File: src/design/lre_consts.svh
// Purpose: Named offsets, fields, reset values and timing for the lamp register bank
// Assumes: 20 MHz system clock
// Notes:   Definitions only
`ifndef LRE_CONSTS_SVH
`define LRE_CONSTS_SVH

`define LRE_ADDR_LAMP_LEVEL   8'h05
`define LRE_ADDR_LAMP_TIMING  8'h07
`define LRE_ADDR_OUT_SELECT   8'h09
`define LRE_RESET_VALUE       8'h00
`define LRE_READ_UNMAPPED     8'h00
`define LRE_LAMP_LEVEL_MASK   8'h7f

`define LRE_BIT_BLINK_ON      6
`define LRE_BIT_RAMP_ON       5
`define LRE_LEVEL_MSB         4
`define LRE_DARK_MSB          7
`define LRE_DARK_LSB          6
`define LRE_LIT_MSB           5
`define LRE_LIT_LSB           4
`define LRE_RISE_MSB          3
`define LRE_RISE_LSB          2
`define LRE_FALL_MSB          1
`define LRE_FALL_LSB          0
`define LRE_SEL_MSB           7
`define LRE_SEL_LSB           6
`define LRE_TORCH_MSB         5
`define LRE_TORCH_LSB         3
`define LRE_STROBE_MSB        2
`define LRE_STROBE_LSB        0

// Lamp current in 0.5 mA units
`define LRE_LEVEL_GAP_CODE    5'h1d
`define LRE_LEVEL_TOP_CODE    5'h1f
`define LRE_LEVEL_15MA_CODE   5'h1e
`define LRE_LEVEL_15MA        6'h1e
`define LRE_LEVEL_16MA        6'h20
`define LRE_LEVEL_ZERO        6'h00

// Phase times: base 512 ms dark, 128 ms lit and ramp, doubled per code step
`define LRE_DARK_BASE_MS      512
`define LRE_LIT_BASE_MS       128
`define LRE_RAMP_BASE_MS      128
`define LRE_DARK_BASE_LOG2    4'h9
`define LRE_LIT_BASE_LOG2     4'h7
`define LRE_RAMP_BASE_LOG2    4'h7
`define LRE_RAMP_STEPS_LOG2   4'h5
`define LRE_RAMP_FULL         6'h20
`define LRE_CLK_PERIOD_NS     50
`define LRE_MS_NS             1000000
`define LRE_MS_CYCLES         (`LRE_MS_NS / `LRE_CLK_PERIOD_NS)

`endif

File: src/design/lre_pkg.sv
// Purpose: Types shared by the lamp register bank modules
// Assumes: lre_consts.svh holds all numbers
// Notes:   Types only
package lre_pkg;
  typedef enum logic [2:0] {
    LRE_PH_OFF  = 3'b000,
    LRE_PH_RISE = 3'b001,
    LRE_PH_LIT  = 3'b010,
    LRE_PH_FALL = 3'b011,
    LRE_PH_DARK = 3'b100
  } lre_phase_t;
endpackage

File: src/design/lre_lamp_if.sv
// Purpose: Carries lamp settings to the sequencer and its drive level back
// Assumes: One clock domain
// Notes:   cfg side is the register bank, seq side the sequencer
`timescale 1ns/100ps
interface lre_lamp_if;
  logic       enable;
  logic       blink_on;
  logic       ramp_on;
  logic [5:0] target;
  logic [1:0] dark_time;
  logic [1:0] lit_time;
  logic [1:0] rise_time;
  logic [1:0] fall_time;
  logic [5:0] level;

  modport cfg (output enable, blink_on, ramp_on, target, dark_time, lit_time, rise_time,
               fall_time, input level);
  modport seq (input enable, blink_on, ramp_on, target, dark_time, lit_time, rise_time,
               fall_time, output level);
endinterface

File: src/design/lre_lamp_regs.sv
// Purpose: Status lamp and channel enable register bank with output decode
// Assumes: Register port from the serial host core, one write or read per cycle
// Notes:   Strobe and torch level registers live outside; their values arrive as inputs
`timescale 1ns/100ps
`include "lre_consts.svh"
module lre_lamp_regs
  import lre_pkg::*;
#(
  parameter int unsigned MS_CYCLES = `LRE_MS_CYCLES
) (
  input  wire logic       clk_sys_in,
  input  wire logic       rst_n_in,
  input  wire logic [7:0] reg_addr_in,
  input  wire logic [7:0] reg_wdata_in,
  input  wire logic       reg_wr_in,
  input  wire logic       gate_pin_in,
  input  wire logic [4:0] strobe_level_ch1_in,
  input  wire logic [4:0] strobe_level_ch2_in,
  input  wire logic [2:0] torch_level_ch1_in,
  input  wire logic [2:0] torch_level_ch2_in,
  output logic      [7:0] reg_rdata_out,
  output logic      [5:0] status_lamp_out,
  output logic            channel_one_strobe_out,
  output logic            channel_one_torch_out,
  output logic      [4:0] channel_one_out,
  output logic            channel_two_strobe_out,
  output logic            channel_two_torch_out,
  output logic      [4:0] channel_two_out
);
  logic [7:0] lamp_level_reg;
  logic [7:0] lamp_timing_reg;
  logic [7:0] out_select_reg;

  lre_lamp_if lamp_bus ();

  // Address decode for writes and read data select
  wire       hit_level   = (reg_addr_in == `LRE_ADDR_LAMP_LEVEL);
  wire       hit_timing  = (reg_addr_in == `LRE_ADDR_LAMP_TIMING);
  wire       hit_select  = (reg_addr_in == `LRE_ADDR_OUT_SELECT);
  wire [7:0] rdata_next  = hit_level  ? lamp_level_reg :
                           hit_timing ? lamp_timing_reg :
                           hit_select ? out_select_reg : `LRE_READ_UNMAPPED;

  // Lamp current code to 0.5 mA units; the top codes leave the line,
  // and the unlisted gap code is taken as 15.0 mA like its neighbour
  wire [4:0] level_code  = lamp_level_reg[`LRE_LEVEL_MSB:0];
  wire       top_flat    = (level_code == `LRE_LEVEL_15MA_CODE) ||
                           (level_code == `LRE_LEVEL_GAP_CODE);
  wire [5:0] level_units = (level_code == `LRE_LEVEL_TOP_CODE) ? `LRE_LEVEL_16MA :
                           top_flat ? `LRE_LEVEL_15MA :
                           6'(level_code) + 6'h01;

  wire [1:0] lamp_sel    = out_select_reg[`LRE_SEL_MSB:`LRE_SEL_LSB];
  wire [2:0] torch_sel   = out_select_reg[`LRE_TORCH_MSB:`LRE_TORCH_LSB];
  wire [2:0] strobe_sel  = out_select_reg[`LRE_STROBE_MSB:`LRE_STROBE_LSB];
  // Bit 1 of the select is the enable, bit 0 chooses the gate pin
  wire       lamp_on     = lamp_sel[1] && (!lamp_sel[0] || gate_pin_in);

  // Code bit 2 means gated; bits 1:0 pick the channels, 100 picks none
  wire [1:0] torch_on    = torch_sel[1:0] & {2{!torch_sel[2] || gate_pin_in}};
  wire [1:0] strobe_on   = strobe_sel[1:0] & {2{!strobe_sel[2] || gate_pin_in}};

  // Strobe overrides torch on a shared channel
  wire [4:0] ch1_level   = strobe_on[0] ? strobe_level_ch1_in :
                           torch_on[0]  ? 5'(torch_level_ch1_in) : 5'h00;
  wire [4:0] ch2_level   = strobe_on[1] ? strobe_level_ch2_in :
                           torch_on[1]  ? 5'(torch_level_ch2_in) : 5'h00;

  assign lamp_bus.enable    = lamp_on;
  assign lamp_bus.blink_on  = lamp_level_reg[`LRE_BIT_BLINK_ON];
  assign lamp_bus.ramp_on   = lamp_level_reg[`LRE_BIT_RAMP_ON];
  assign lamp_bus.target    = level_units;
  assign lamp_bus.dark_time = lamp_timing_reg[`LRE_DARK_MSB:`LRE_DARK_LSB];
  assign lamp_bus.lit_time  = lamp_timing_reg[`LRE_LIT_MSB:`LRE_LIT_LSB];
  assign lamp_bus.rise_time = lamp_timing_reg[`LRE_RISE_MSB:`LRE_RISE_LSB];
  assign lamp_bus.fall_time = lamp_timing_reg[`LRE_FALL_MSB:`LRE_FALL_LSB];

  lre_lamp_seq #(
    .MS_CYCLES (MS_CYCLES)
  ) u_seq (
    .clk_sys_in (clk_sys_in),
    .rst_n_in   (rst_n_in),
    .lamp_in    (lamp_bus)
  );

  always_ff @(posedge clk_sys_in or negedge rst_n_in) begin
    if (!rst_n_in) begin
      lamp_level_reg  <= `LRE_RESET_VALUE;
      lamp_timing_reg <= `LRE_RESET_VALUE;
      out_select_reg  <= `LRE_RESET_VALUE;
    end else if (reg_wr_in) begin
      if (hit_level) lamp_level_reg <= reg_wdata_in & `LRE_LAMP_LEVEL_MASK;
      if (hit_timing) lamp_timing_reg <= reg_wdata_in;
      if (hit_select) out_select_reg <= reg_wdata_in;
    end
  end

  always_ff @(posedge clk_sys_in or negedge rst_n_in) begin
    if (!rst_n_in) begin
      reg_rdata_out          <= `LRE_READ_UNMAPPED;
      status_lamp_out        <= `LRE_LEVEL_ZERO;
      channel_one_strobe_out <= 1'b0;
      channel_one_torch_out  <= 1'b0;
      channel_one_out        <= 5'h00;
      channel_two_strobe_out <= 1'b0;
      channel_two_torch_out  <= 1'b0;
      channel_two_out        <= 5'h00;
    end else begin
      reg_rdata_out          <= rdata_next;
      status_lamp_out        <= lamp_bus.level;
      channel_one_strobe_out <= strobe_on[0];
      channel_one_torch_out  <= torch_on[0] && !strobe_on[0];
      channel_one_out        <= ch1_level;
      channel_two_strobe_out <= strobe_on[1];
      channel_two_torch_out  <= torch_on[1] && !strobe_on[1];
      channel_two_out        <= ch2_level;
    end
  end
endmodule

File: src/design/lre_lamp_seq.sv
// Purpose: Status lamp blink and ramp sequencer
// Assumes: Enable and settings may change at any cycle
// Notes:   Millisecond base is a free-running divider, so phases may be up to 1 ms short
`timescale 1ns/100ps
`include "lre_consts.svh"
module lre_lamp_seq
  import lre_pkg::*;
#(
  parameter int unsigned MS_CYCLES = `LRE_MS_CYCLES
) (
  input  wire logic   clk_sys_in,
  input  wire logic   rst_n_in,
  lre_lamp_if.seq     lamp_in
);
  logic [14:0] ms_cnt_reg;
  logic [12:0] elapsed_reg;
  lre_phase_t  phase_reg;
  lre_phase_t  phase_next;
  logic [5:0]  level_reg;
  logic [5:0]  level_next;

  wire         ms_tick    = (ms_cnt_reg == 15'(MS_CYCLES - 1));
  wire  [1:0]  ramp_code  = (phase_reg == LRE_PH_FALL) ? lamp_in.fall_time
                                                       : lamp_in.rise_time;
  wire  [3:0]  dur_log2   = (phase_reg == LRE_PH_DARK) ? `LRE_DARK_BASE_LOG2 + 4'(lamp_in.dark_time) :
                            (phase_reg == LRE_PH_LIT)  ? `LRE_LIT_BASE_LOG2 + 4'(lamp_in.lit_time) :
                                                         `LRE_RAMP_BASE_LOG2 + 4'(ramp_code);
  wire  [12:0] dur_last   = (13'h0001 << dur_log2) - 13'h0001;
  wire         phase_done = ms_tick && (elapsed_reg == dur_last);
  // Ramp progress in 1/32 steps of the chosen ramp time
  wire  [5:0]  rise_frac  = 6'(elapsed_reg >> (dur_log2 - `LRE_RAMP_STEPS_LOG2));
  wire  [5:0]  frac       = (phase_reg == LRE_PH_FALL) ? `LRE_RAMP_FULL - rise_frac : rise_frac;
  wire  [11:0] scaled     = lamp_in.target * frac;
  wire  [5:0]  ramp_level = 6'(scaled >> `LRE_RAMP_STEPS_LOG2);
  wire         lit_entry_ramp = lamp_in.ramp_on;

  always_comb begin
    phase_next = phase_reg;
    if (!lamp_in.enable) begin
      phase_next = LRE_PH_OFF;
    end else begin
      unique case (phase_reg)
        LRE_PH_OFF:  phase_next = lit_entry_ramp ? LRE_PH_RISE : LRE_PH_LIT;
        LRE_PH_RISE: if (phase_done || !lamp_in.ramp_on) phase_next = LRE_PH_LIT;
        LRE_PH_LIT:  if (lamp_in.blink_on && phase_done) begin
          phase_next = lamp_in.ramp_on ? LRE_PH_FALL : LRE_PH_DARK;
        end
        LRE_PH_FALL: if (phase_done || !lamp_in.ramp_on) phase_next = LRE_PH_DARK;
        LRE_PH_DARK: if (phase_done || !lamp_in.blink_on) begin
          phase_next = lamp_in.ramp_on ? LRE_PH_RISE : LRE_PH_LIT;
        end
        default:     phase_next = LRE_PH_OFF;
      endcase
    end
  end

  always_comb begin
    unique case (phase_reg)
      LRE_PH_LIT:               level_next = lamp_in.target;
      LRE_PH_RISE, LRE_PH_FALL: level_next = ramp_level;
      default:                  level_next = `LRE_LEVEL_ZERO;
    endcase
  end

  always_ff @(posedge clk_sys_in or negedge rst_n_in) begin
    if (!rst_n_in) begin
      ms_cnt_reg  <= 15'h0000;
      elapsed_reg <= 13'h0000;
      phase_reg   <= LRE_PH_OFF;
      level_reg   <= `LRE_LEVEL_ZERO;
    end else begin
      ms_cnt_reg  <= ms_tick ? 15'h0000 : ms_cnt_reg + 15'h0001;
      // Elapsed restarts on every phase change
      elapsed_reg <= (phase_next != phase_reg) ? 13'h0000 :
                     ms_tick ? elapsed_reg + 13'h0001 : elapsed_reg;
      phase_reg   <= phase_next;
      level_reg   <= level_next;
    end
  end

  assign lamp_in.level = level_reg;
endmodule

File: config.mk
export PLATFORM = sky130hd
export DESIGN_NAME = lre_lamp_regs
export DESIGN_NICKNAME = d
export VERILOG_FILES = /design/src/design/lre_pkg.sv /design/src/design/lre_lamp_if.sv /design/src/design/lre_lamp_regs.sv /design/src/design/lre_lamp_seq.sv
export VERILOG_INCLUDE_DIRS = /design/src /design/src/design
export SDC_FILE = /design/constraint.sdc
export NUM_CORES = 1
export LEC_CHECK = 0
export ABC_AREA = 1
export CAP_MARGIN = 20
export CORE_MARGIN = 4
export CORE_UTILIZATION = 58
export DETAILED_ROUTE_END_ITERATION = 10
export DONT_BUFFER_PORTS = 1
export HOLD_SLACK_MARGIN = 0.03
export PLACE_DENSITY = 0.77
export SYNTH_ARGS = -nofsm -noshare
export SYNTH_HDL_FRONTEND = slang
export SYNTH_HIERARCHICAL = 1
export SYNTH_SLANG_ARGS = --single-unit
File: constraint.sdc
create_clock -name clk_sys_in -period 6.25 [get_ports clk_sys_in]
set_input_delay 0 -clock clk_sys_in [delete_from_list [all_inputs] [get_ports clk_sys_in]]
set_output_delay 0 -clock clk_sys_in [all_outputs]
set_load 0.005 [all_outputs]
Word level (Yosys, flattened, before mapping)

Cells that the tools add are included.
Widths: inputs -> output; s select.

Bits in latches: 0
Bits in writable memories: 0
Memories kept: 0
ROM bits: 0
Output and inout bits: 28
Word-level logic and storage cells: 91
Register bits: 88

Order comparisons: 0
Bitwise logic cells: 2
Add/subtract/negate cells: 9
Multiplexer cells: 25
Shifts and indexed selects: 2
Reduce and logical (&&, ||, !) cells: 24
Multipliers: 1
Divide/modulo/power cells: 0
Equal/unequal tests: 13

Operators by type and width:

| operator              | count |
|---|---|
| $mux 13               | 2 |
| $mux 3                | 8 |
| $mux 8                | 3 |
| $mux 6                | 3 |
| $eq 8x3->1 const B    | 2 |
| $add 15x1->15 const B | 1 |
| $eq 15x15->1 const B  | 1 |
| $eq 5x5->1 const B    | 3 |
| $mux 15               | 1 |
| $pmux 3 s5            | 1 |
| $add 13x1->13 const B | 1 |
| $eq 13x13->1          | 1 |
| $shl 1x4->13 const A  | 1 |
| $shr 13x4->6          | 1 |
| $sub 13x1->13 const B | 1 |
| $pmux 6 s2            | 1 |
| $mul 6x6->11          | 1 |
| $mux 5                | 2 |
| $add 3x2->4 const A   | 2 |
| $eq 8x4->1 const B    | 1 |
| $mux 4                | 2 |
| $logic_not 1->1       | 7 |
| $add 5x1->6 const B   | 1 |
| $eq 3x2->1 const B    | 2 |
| other kinds (14)      | 27 |

Longest topological paths before layout

Gate-level depths: netlist of run 1.

Depth after elaboration: 15
Depth in mapped cells: 39
Mapped depth without buffers: 38

Hierarchy

The synthesis of run 1 kept the hierarchy.

By module, submodules not included:

| module        | cells each | times used | seq. area each (µm²) | area each (µm²) |
|---|---|---|---|---|
| lre_lamp_seq  | 638        | 1          | 925.9                | 4181.5 |
| lre_lamp_regs | 249        | 1          | 1276.2               | 2239.6 |

Worst setup path before layout of run 1

No wires, ideal clock.

Kind: register to register
Start: register u_seq.phase_reg[0]
End: register u_seq.level_reg[4], in the netlist u_seq/lamp_in.level[4]
Cell stages (with the launch flop): 34
Slack: 0.970 ns
Data required time: 6.123 ns
Data arrival time: 5.153 ns
Cell sequence: dfrtp_1 inv_1 nand2_1 nor2_4 inv_2 or2_4 nand2_8 buf_6 nand2_1 o21ai_0 nand3_1 nand3_1 nand3_1 nand2_1 inv_2 ha_1 nand3_1 o21ai_0 or2_1 nand2_1 inv_2 nor2_1 fa_1 fa_1 inv_1 fa_1 inv_1 ha_1 nand2_1 a21oi_1 a211oi_1 nand3_1 nand2_1 o22ai_1

Longest elaborated chain between the ends: 11
Elaborated cells on any way between the ends: 15

RTL lines:

| element                       | line                                                       | source |
|---|---|---|
| start: declaration            | lre_lamp_seq.sv:17                                         | `lre_phase_t phase_reg;` |
| start signal: assignment      | lre_lamp_seq.sv:76                                         | `phase_reg <= phase_next;` |
| $eq 3x2->1                    | lre_lamp_seq.sv:23, lre_lamp_seq.sv:32, lre_lamp_seq.sv:58 |  |
| $mux 2                        | lre_lamp_seq.sv:23                                         | `wire [1:0] ramp_code = (phase_reg == LRE_PH_FALL) ? lamp_in.fall_time` |
| $add 3x2->4 (no line)         | --                                                         |  |
| $mux 4                        | lre_lamp_seq.sv:26                                         | `` (phase_reg == LRE_PH_LIT) ? `LRE_LIT_BASE_LOG2 + 4'(lamp_in.lit_time) : `` |
| $mux 4                        | lre_lamp_seq.sv:25                                         | `` wire [3:0] dur_log2 = (phase_reg == LRE_PH_DARK) ? `LRE_DARK_BASE_LOG2 + 4'(lamp_in.dark_time) : `` |
| $sub 4x3->4 (no line)         | --                                                         |  |
| $shr 13x4->6                  | lre_lamp_seq.sv:31                                         | `` wire [5:0] rise_frac = 6'(elapsed_reg >> (dur_log2 - `LRE_RAMP_STEPS_LOG2)); `` |
| $sub 6x6->6 (no line)         | --                                                         |  |
| $mux 6                        | lre_lamp_seq.sv:32                                         | `` wire [5:0] frac = (phase_reg == LRE_PH_FALL) ? `LRE_RAMP_FULL - rise_frac : rise_frac; `` |
| $mul 6x6->11                  | lre_lamp_seq.sv:33                                         | `wire [11:0] scaled = lamp_in.target * frac;` |
| $pmux 6 s2 *                  | lre_lamp_seq.sv:58                                         | `unique case (phase_reg)` |
| named net u_seq.level_next[4] | lre_lamp_seq.sv:20                                         | `logic [5:0] level_next;` |
| end signal: assignment        | lre_lamp_seq.sv:70                                         | `` level_reg <= `LRE_LEVEL_ZERO; `` |
| end signal: assignment        | lre_lamp_seq.sv:77                                         | `level_reg <= level_next;` |
| end: declaration              | lre_lamp_seq.sv:19                                         | `logic [5:0] level_reg;` |

The timed path passes the listed nets; every way through them passes the cells marked *.
A chain may end at the register's enable or synchronous reset.

Final worst setup path of run 1

Start: register u_seq.phase_reg[1]
End: register u_seq.level_reg[5], in the netlist u_seq/lamp_in.level[5]

Same word-level chain as after synthesis.

==> results_dict.tcl, run 1 <==
set metrics [dict create \
    worst_path_max_delay_cell "fa_1" \
    synth_cells 887 \
    fmax_mhz 173 \
    synth-async-reset-ratio_pct 100 \
    drtIter0Drc 493 \
    worstHoldStart "reg_addr_in[6]" \
    dr_total_vias 6029 \
    max_slew_margin_pct 42.3 \
    p_leak_nw 3.81 \
    cts_tree "built" \
    end_kind "flop" \
    sw_frac_of_total_pct 32.4 \
    yosys_warnings 6 \
    min_delay_path_depth 5 \
    slowest_delay_ps 540 \
    cts_sinks 88 \
    intPower_mw 0.851 \
    synth_fa_ha_area_share_pct 9.55 \
    clockBufferDepth 2 \
    reg2reg_from "u_seq/phase_reg[1]$_DFF_PN0_" \
    hold_class "input pin to flop" \
    synth_area_per_cell_sq_um 7.24 \
    pwr-share-seq_pct 47.2 \
    initial_utilization_pct 59.2 \
    layout.nets 1022 \
    dieArea_sq_mm 0.0128 \
    vias_per_cell 5.53 \
    antenna_found_initial 0 \
    dpl.hpwl_um 10700 \
    yosys_register_bits 88 \
    post-route-period-util_pct 92.3 \
    netSwitchingPower_mw 0.408 \
    clock_latency_ps 390 \
    die_y_um 113 \
    htreeDepth 3 \
    grt_overflow_total 0 \
    path_class "flop to flop" \
    crit_required_ps 6530 \
    synth_compound_area_share_pct 5.01 \
    drc 0 \
    rsz0062_at_grt "no" \
    root_buffer "clkbuf_8" \
    synthTopCellsByCount "262 x nand2_1, 130 x inv_1, 95 x nand3_1" \
    grt_max_degree 89 \
    rows 38 \
    synth_xor_area_share_pct 2.46 \
    powerDensity_mw_per_mm2 172 \
    grt_pass1_vias 5994 \
    ios 64 \
    grt_first_pass_wirelength_um 28800 \
    skew_ps 13.8 \
    path_common_cell "nand2_1" \
    regToRegEndpoint "u_seq/lamp_in.level[5]$_DFF_PN0_" \
    hold_end "lamp_timing_reg[3]$_DFFE_PN0P_" \
    gr-usage-all-layers_pct 28.0 \
    final_core_util_pct 67.6 \
    synth_top_family_by_area "simple AND/OR/NAND/NOR gates" \
    synthDistinctLibCells 44 \
    finalHoldViolCount 0 \
    first_pass_iters 5 \
    die_w_um 113 \
    ff2ff_path_depth 32 \
    synth_area_sq_mm 0.00642 \
    synth-simple-area-share_pct 38.8 \
    io_buffer_count 0 \
    synth_edf_count 0 \
    path_clk_slew_ps 90 \
    setup_tns_ps 0 \
    wirelength_um 17000 \
    post-route-min-period_ps 5770 \
    num_antenna_cells 0 \
    synthMuxAreaShare_pct 0.156 \
    cp_data_arrival_time_ps 6050 \
    area_growth_pct 14.2 \
    cp_max_fo 26 \
    synth_flop_cell "dfrtp_1" \
    largest_register_ffs 15 \
    drv_cap 0 \
    reg2reg_slack_ps 480 \
    wl_per_cell_um 15.5 \
    worstSetupStartpointType "flop" \
    status "finished clean" \
    final-setup-viol-count 0 \
    irDropWorstVdd_v 0.000187 \
    worst_pin_slew_ps 863 \
    pwr-share-clk_pct 32.8 \
    core_sq_mm 0.0108 \
    synth-seq-area-share_pct 34.3 \
    yosysMostFrequentCell "nand2_1" \
    drive_above_1_share_pct 8.73 \
    yosys.area.top_type "dfrtp_1" \
    yosys-top-cells-area "dfrtp_1 34%, nand2_1 15%, inv_1 7.6%" \
    place.gp.congestion 0.899 \
    slew_viol_final 0 \
    ant_nets 0 \
    cts_buffers 9 \
    synth.top_cell.area_share_pct 34.3 \
    pwr-share-comb_pct 20.0 \
]
-- critical path: cells and delay by family, from the launching register on --
family / cells / cell delay [ps]
flip-flops: 1 / 480
AND/OR/NAND/NOR: 18 / 2170
AO/OA/AOI/OAI: 4 / 540
adder cells (fa/ha/maj): 5 / 2090
buffers and inverters: 5 / 370
-- kinds of logic (layout without fill, tap and decap cells) --
| logic type | count (synthesis) | in the layout |
|---|---|---|
| AOI/OAI and AO/OA | 57 | 57 |
| and+or+nand+nor | 531 | 531 |
| other | 1 | 2 |
| adders and majority gates | 40 | 40 |
| muxes | 1 | 1 |
| xor gates and xnor gates | 18 | 18 |
| DFF | 88 | 88 |
| buffers and inverters | 151 | 214 |
-- power groups by stage --
stage / Clock, mW / Sequential (mW) / Combinational (mW)
floorplan: 0 / 0.600 / 0.169
global placement: 0 / 0.604 / 0.199
detailed placement: 0 / 0.604 / 0.202
CTS: 0.420 / 0.593 / 0.243
global route: 0.444 / 0.596 / 0.286
finish: 0.413 / 0.594 / 0.252
-- per-stage QoR --
step           setup slack (ps)  std cells  power, mW  instance area, sq um  hold slack (ps)
2_1_floorplan               970        888      0.770                  6420             -296
3_5_place_dp                482       1014      0.805                  6500             -294
6_report                    482       1091       1.26                  7330             83.3
5_1_grt                    32.9       1091       1.33                  7330             94.4
3_3_place_gp                622       1014      0.803                  6500             -294
4_1_cts                     454       1091       1.26                  7320             31.6
-- final cells by class --
type | count | area (sq um)
Multi-Input combinational cell | 649 | 3610
Fill cell | 898 | 3510
Sequential cell | 88 | 2200
Timing Repair Buffer | 61 | 628
Inverter | 137 | 519
Tap cell | 140 | 175
Clock buffer | 10 | 128
Clock inverter | 6 | 67.6
-- per-layer routing --
layer / GRT usage [%] / vias to the layer above / part of all wire [%]
li1: - / 2926 / -
met1: 35.9 / 2794 / 42
met2: 46.1 / 267 / 48
met3: 5.99 / 42 / 7.3
met4: 11.6 / 0 / 2.5
met5: 0 / - / 0
-- repair_timing --
action	CTS	global route
setup buffers	0	0
resized for setup	0	4
endpoints found under the hold margin	131	0
endpoints found under the setup margin	0	3
hold buffers	61	0
-- placed cells by master, fill, tap and decap left out, types with 2 or more instances in the layout --
master | synthesis | routed
a21boi_0 | 2 | 2
a21oi_1 | 17 | 17
a221oi_1 | 2 | 2
clkbuf_8 | 0 | 9
clkinvlp_4 | 0 | 2
conb_1 | 1 | 2
dfrtp_1 | 88 | 88
dlygate4sd3_1 | 0 | 60
fa_1 | 15 | 15
ha_1 | 25 | 25
inv_1 | 130 | 129
inv_2 | 5 | 6
inv_4 | 2 | 2
inv_6 | 0 | 2
nand2_1 | 262 | 262
nand2_2 | 19 | 18
nand2_4 | 1 | 2
nand3_1 | 95 | 95
nand3_2 | 10 | 10
nand3b_1 | 3 | 3
nand4_1 | 21 | 21
nor2_1 | 78 | 78
nor2_2 | 8 | 8
nor2_4 | 4 | 4
nor3_1 | 12 | 12
nor3_2 | 10 | 10
o211ai_1 | 2 | 2
o21ai_0 | 21 | 20
o21ai_1 | 4 | 5
o22ai_1 | 4 | 4
or2_4 | 2 | 2
xnor2_1 | 4 | 4
xor2_1 | 14 | 14
-- worst max path at each step --
stage / slack [ps] / startpoint / endpoint
after floorplan: 970 / u_seq/phase_reg[0]$_DFF_PN0_ / u_seq/lamp_in.level[4]$_DFF_PN0_
after global placement: 620 / u_seq/phase_reg[0]$_DFF_PN0_ / u_seq/lamp_in.level[3]$_DFF_PN0_
after detailed placement: 480 / u_seq/phase_reg[0]$_DFF_PN0_ / u_seq/lamp_in.level[3]$_DFF_PN0_
after CTS: 450 / u_seq/phase_reg[0]$_DFF_PN0_ / u_seq/lamp_in.level[3]$_DFF_PN0_
after global routing: 30 / u_seq/phase_reg[1]$_DFF_PN0_ / u_seq/lamp_in.level[3]$_DFF_PN0_
final: 480 / u_seq/phase_reg[1]$_DFF_PN0_ / u_seq/lamp_in.level[5]$_DFF_PN0_
(Power assumes the default switching activity.)
==> run 2, diff against run 1 <==
CTS_BUF_LIST = sky130_fd_sc_hd__clkbuf_4 sky130_fd_sc_hd__clkbuf_8   (was default)
==> run 2 against run 1 <==
  * Clock power about the same
  * Sequential power barely moved
  * Global-route usage is 0.20 points higher
  * Cell area about the same
  * Non-clock buffer count unchanged
  * Largest cell class unchanged
  * Largest power group unchanged
==> results_dict.tcl, run 2 (same netlist as run 1, synthesis figures left out) <==
set metrics [dict create \
    rows 38 \
    setup_ws_ps 472 \
    antenna_found_initial 0 \
    m1WireLength_um 7080 \
    final_cells 1091 \
    worst_path_max_delay_cell "fa_1" \
    clockBufferDepth 2 \
    largest_register_ffs 15 \
    dr_total_vias 6017 \
    irDropWorstVdd_v 0.000233 \
    grt_first_pass_wirelength_um 29000 \
    hold_class "input pin to flop" \
    post_cts_buffers 0 \
    first_pass_iters 6 \
    cts_tree "built" \
    place.gp.congestion 0.899 \
    dpl.hpwl_um 10700 \
    drive_above_1_share_pct 8.83 \
    root_buffer "clkbuf_8" \
    wl_met3_um 1120 \
    place_ws_ps 482 \
    fmax_mhz 173 \
    core_sq_mm 0.0108 \
    drc 0 \
    path_common_cell "nand2_1" \
    highest_layer "met4" \
    worst_pin_slew_ps 911 \
    cp_max_fo 26 \
    grt_overflow_total 0 \
    final_common_cell "nand2_1" \
    crit_family "simple AND/OR/NAND/NOR gates" \
    grt_max_degree 89 \
    wl_per_cell_um 15.4 \
    die_y_um 113 \
    die_w_um 113 \
    worstSetupStartpointType "flop" \
    post-route-period-util_pct 92.4 \
    ios 64 \
    dr_wl_met2_um 8080 \
    cp_data_arrival_time_ps 6040 \
    gr-usage-all-layers_pct 28.2 \
    slowest_delay_ps 540 \
    layout.nets 1022 \
    grt_pass1_vias 5998 \
    initial_utilization_pct 59.2 \
    crit_required_ps 6520 \
    dieArea_sq_mm 0.0128 \
    ant_nets 0 \
    max_slew_margin_pct 39.1 \
    vias_per_cell 5.52 \
    total_power_mw 1.26 \
    post-route-min-period_ps 5780 \
    status "finished clean" \
    io_buffer_count 0 \
    cts_sinks 88 \
    clock_latency_ps 380 \
    finalHoldViolCount 0 \
    rsz0062_at_grt "no" \
    dp.cells 1014 \
    path_class "flop to flop" \
    drtIter0Drc 457 \
    setup_tns_ps 0 \
    skew_ps 11.2 \
    wirelength_um 16800 \
    num_antenna_cells 0 \
    htreeDepth 3 \
    final-setup-viol-count 0 \
    path_clk_slew_ps 90 \
    end_kind "flop" \
    powerDensity_mw_per_mm2 172 \
    cts_buffers 9 \
    final_cell_mix "262 x nand2_1, 129 x inv_1, 95 x nand3_1, 88 x dfrtp_1, 78 x nor2_1" \
    cp_num_buf_inv 5 \
    drv_cap 0 \
    p_leak_nw 3.81 \
    slew_viol_final 0 \
    area_growth_pct 14.2 \
]
## run 2: worst reg2reg max path: cells and delay by family, from the launching register on
kind                       cells  cell delay, ps
DFF                            1             480
adders and majority gates      5            2100
and+or+nand+nor               18            2180
AOI/OAI and AO/OA              4             550
buffers and inverters          5             370
## run 2: routing by layer
layer	vias to the layer above	track usage (%)
li1	2926	-
met1	2787	36.3
met2	260	45.9
met3	44	6.31
met4	0	12.0
met5	-	0
## run 2: final timing paths
kind | startpoint | endpoint | slack, ps | depth (start not counted)
max in group asynchronous | rst_n_in | u_seq/ms_cnt_reg[9]$_DFF_PN0_ | 5690 | 2
worst min register to register | u_seq/lamp_in.level[4]$_DFF_PN0_ | status_lamp_out[4]$_DFF_PN0_ | 360 | 0
min in group asynchronous | rst_n_in | u_seq/lamp_in.level[0]$_DFF_PN0_ | 150 | 2
worst max-delay path | u_seq/phase_reg[1]$_DFF_PN0_ | u_seq/lamp_in.level[5]$_DFF_PN0_ | 470 | 32
worst min-delay path | reg_addr_in[3] | reg_rdata_out[3]$_DFF_PN0_ | 80 | 5
worst max register to register | u_seq/phase_reg[1]$_DFF_PN0_ | u_seq/lamp_in.level[5]$_DFF_PN0_ | 470 | 32
## run 2: cell type report
cell class,count,area [sq um]
Multi-Input combinational cell,649,3610
Fill cell,900,3510
Sequential cell,88,2200
Timing Repair Buffer,61,628
Inverter,137,519
Tap cell,140,175
Clock buffer,10,131
Clock inverter,6,67.6
## run 2: repair_timing
action	in CTS	in global routing
hold endpoints to repair	131	0
setup endpoints to repair	0	3
gates resized for setup	0	4
hold buffers	61	0
## run 2: report_power, final
part / internal, mW / switching (mW) / leakage (nW)
Sequential: 0.581 / 0.0130 / 1.21
Clock: 0.192 / 0.222 / 0.0967
Combinational: 0.0835 / 0.169 / 2.51
Total: 0.856 / 0.404 / 3.81
## run 2: through the flow
stage | area (sq um) | util, % | hold slack, ps
floorplan | 6420 | - | -296
global placement | 6500 | 59.9 | -294
detailed placement | 6500 | 59.9 | -294
CTS | 7320 | 67.6 | 31.6
global route | 7330 | 67.7 | 79.4
finish | 7330 | 67.7 | 78.8
==> run 3, diff against run 2 <==
REMOVE_ABC_BUFFERS = 1   (was default)
==> run 3 against run 2 <==
  * Clock power grew 7.3%
  * Utilization shrank 0.76 points
  * Fmax shrank 0.34%
  * Largest cell class unchanged
  * Critical path depth grew 1
  * Critical path type unchanged
  * Critical endpoint is now u_seq/lamp_in.level[3]$_DFF_PN0_
  * Worst hold slack lost 25 ps
  * Clock skew grew 4.6 ps
  * Sequential cell count is the same
  * Non-clock buffer count shrank 9
  * Combinational power shrank 3%
==> results_dict.tcl, run 3 (same netlist as run 1, synthesis figures left out) <==
set metrics [dict create \
    status "finished clean" \
    worstSetupStartpointType "flop" \
    path_class "flop to flop" \
    intPower_mw 0.855 \
    clock_latency_ps 390 \
    cts_buffers 9 \
    pwr-share-comb_pct 19.1 \
    slowest_delay_ps 540 \
    antenna_found_initial 0 \
    post-route-min-period_ps 5800 \
    pwr-share-clk_pct 34.6 \
    ios 64 \
    final_common_cell "nand2_1" \
    cts_tree "built" \
    cp_max_fo 26 \
    drtIter0Drc 527 \
    fmax_mhz 172 \
    io_buffer_count 0 \
    path_clk_slew_ps 110 \
    root_buffer "clkbuf_8" \
    finalHoldViolCount 0 \
    core_sq_mm 0.0108 \
    slew_viol_final 0 \
    vias_per_cell 5.45 \
    grt_pass1_vias 5588 \
    htreeDepth 3 \
    gr-usage-all-layers_pct 26.0 \
    die_y_um 113 \
    grt_first_pass_wirelength_um 26800 \
    drc 0 \
    area_growth_pct 12.9 \
    skew_ps 15.8 \
    rsz0062_at_grt "no" \
    dpl.hpwl_um 10900 \
    num_antenna_cells 0 \
    max_slew_margin_pct 38.5 \
    place.gp.congestion 0.946 \
    first_pass_iters 5 \
    grt_max_degree 89 \
    path_common_cell "nand2_1" \
    ant_nets 0 \
    layout.nets 1013 \
    irDropWorstVdd_v 0.000188 \
    wl_per_cell_um 14.9 \
    dieArea_sq_mm 0.0128 \
    crit_required_ps 6520 \
    powerDensity_mw_per_mm2 177 \
    sw_frac_of_total_pct 33.2 \
    finalInstanceArea_sq_mm 0.00725 \
    nFillCells 885 \
    rows 38 \
    drv_cap 0 \
    worst_path_max_delay_cell "fa_1" \
    hold_class "input pin to flop" \
    drive_above_1_share_pct 9.66 \
    setup_tns_ps 0 \
    wirelength_um 16200 \
    clockBufferDepth 2 \
    worst_pin_slew_ps 920 \
    pwr-share-seq_pct 46.3 \
    post-route-period-util_pct 92.8 \
    place_area_sq_mm 0.00650 \
    dr_total_vias 5893 \
    reg2reg_slack_ps 450 \
    grt_overflow_total 0 \
    largest_register_ffs 15 \
    final_cell_mix "260 x nand2_1, 129 x inv_1, 95 x nand3_1, 87 x dfrtp_1, 78 x nor2_1" \
    p_leak_nw 3.77 \
    cts_sinks 88 \
    die_w_um 113 \
    end_kind "flop" \
    initial_utilization_pct 59.2 \
    cp_data_arrival_time_ps 6070 \
    final-setup-viol-count 0 \
    netSwitchingPower_mw 0.426 \
    worst_hold_slack_ps 54.0 \
]
## run 3: routing by layer
metal | vias to the layer above | wire length [um] | GRT usage [%]
li1 | 2908 | - | -
met1 | 2722 | 7160 | 35.9
met2 | 235 | 7630 | 42.0
met3 | 28 | 1040 | 4.49
met4 | 0 | 333 | 7.77
met5 | - | 0 | 0
## run 3: worst paths after layout
path / start / to / cells past startpoint
max: u_seq/phase_reg[0]$_DFF_PN0_ / u_seq/lamp_in.level[3]$_DFF_PN0_ / 33
min: reg_addr_in[6] / reg_rdata_out[7]$_DFF_PN0_ / 5
max reg2reg: u_seq/phase_reg[0]$_DFF_PN0_ / u_seq/lamp_in.level[3]$_DFF_PN0_ / 33
min reg2reg: u_seq/lamp_in.level[1]$_DFF_PN0_ / status_lamp_out[1]$_DFF_PN0_ / 0
max in group asynchronous: rst_n_in / u_seq/elapsed_reg[8]$_DFFE_PN0P_ / 2
min in group asynchronous: rst_n_in / u_seq/lamp_in.level[0]$_DFF_PN0_ / 2
## run 3: worst max-delay path, delay by kind of cell (launching register included)
kind,cells,cell delay (ps)
buffers and inverters,5,380
adder cells (fa/ha/maj),5,2090
AO/OA/AOI/OAI,3,210
flip-flops,1,430
AND/OR/NAND/NOR,20,2570
## run 3: what timing repair did
item	4_1_cts	5_1_grt
setup buffers	0	3
hold buffers	49	0
endpoints found under the setup margin	0	3
hold endpoints to repair	129	0
resized for setup	0	7
## run 3: power groups by stage
stage                     clock network [mW]  registers, mW  logic (mW)
final                                  0.443          0.593       0.245
after floorplan                            0          0.600       0.162
after CTS                              0.436          0.592       0.240
after detailed placement                   0          0.604       0.203
after global routing                   0.472          0.595       0.280
after global placement                     0          0.604       0.200
## run 3: metrics by stage
step / setup slack, ps / cells / power (mW) / utilization (%)
3_3_place_gp: 578 / 1014 / 0.804 / 59.9
5_1_grt: 10.4 / 1082 / 1.35 / 66.9
3_5_place_dp: 441 / 1014 / 0.807 / 59.9
4_1_cts: 416 / 1079 / 1.27 / 66.6
6_report: 453 / 1082 / 1.28 / 66.9
2_1_floorplan: 921 / 874 / 0.763 / -
## run 3: final cells by class
class / instances / area, sq um / area share, %
Sequential cell: 88 / 2200 / 30.4
Timing Repair Buffer: 52 / 531 / 7.32
Multi-Input combinational cell: 649 / 3610 / 49.8
Inverter: 137 / 519 / 7.16
Clock buffer: 9 / 124 / 1.71
Clock inverter: 7 / 86.3 / 1.19
Tap cell: 140 / 175 / 2.42
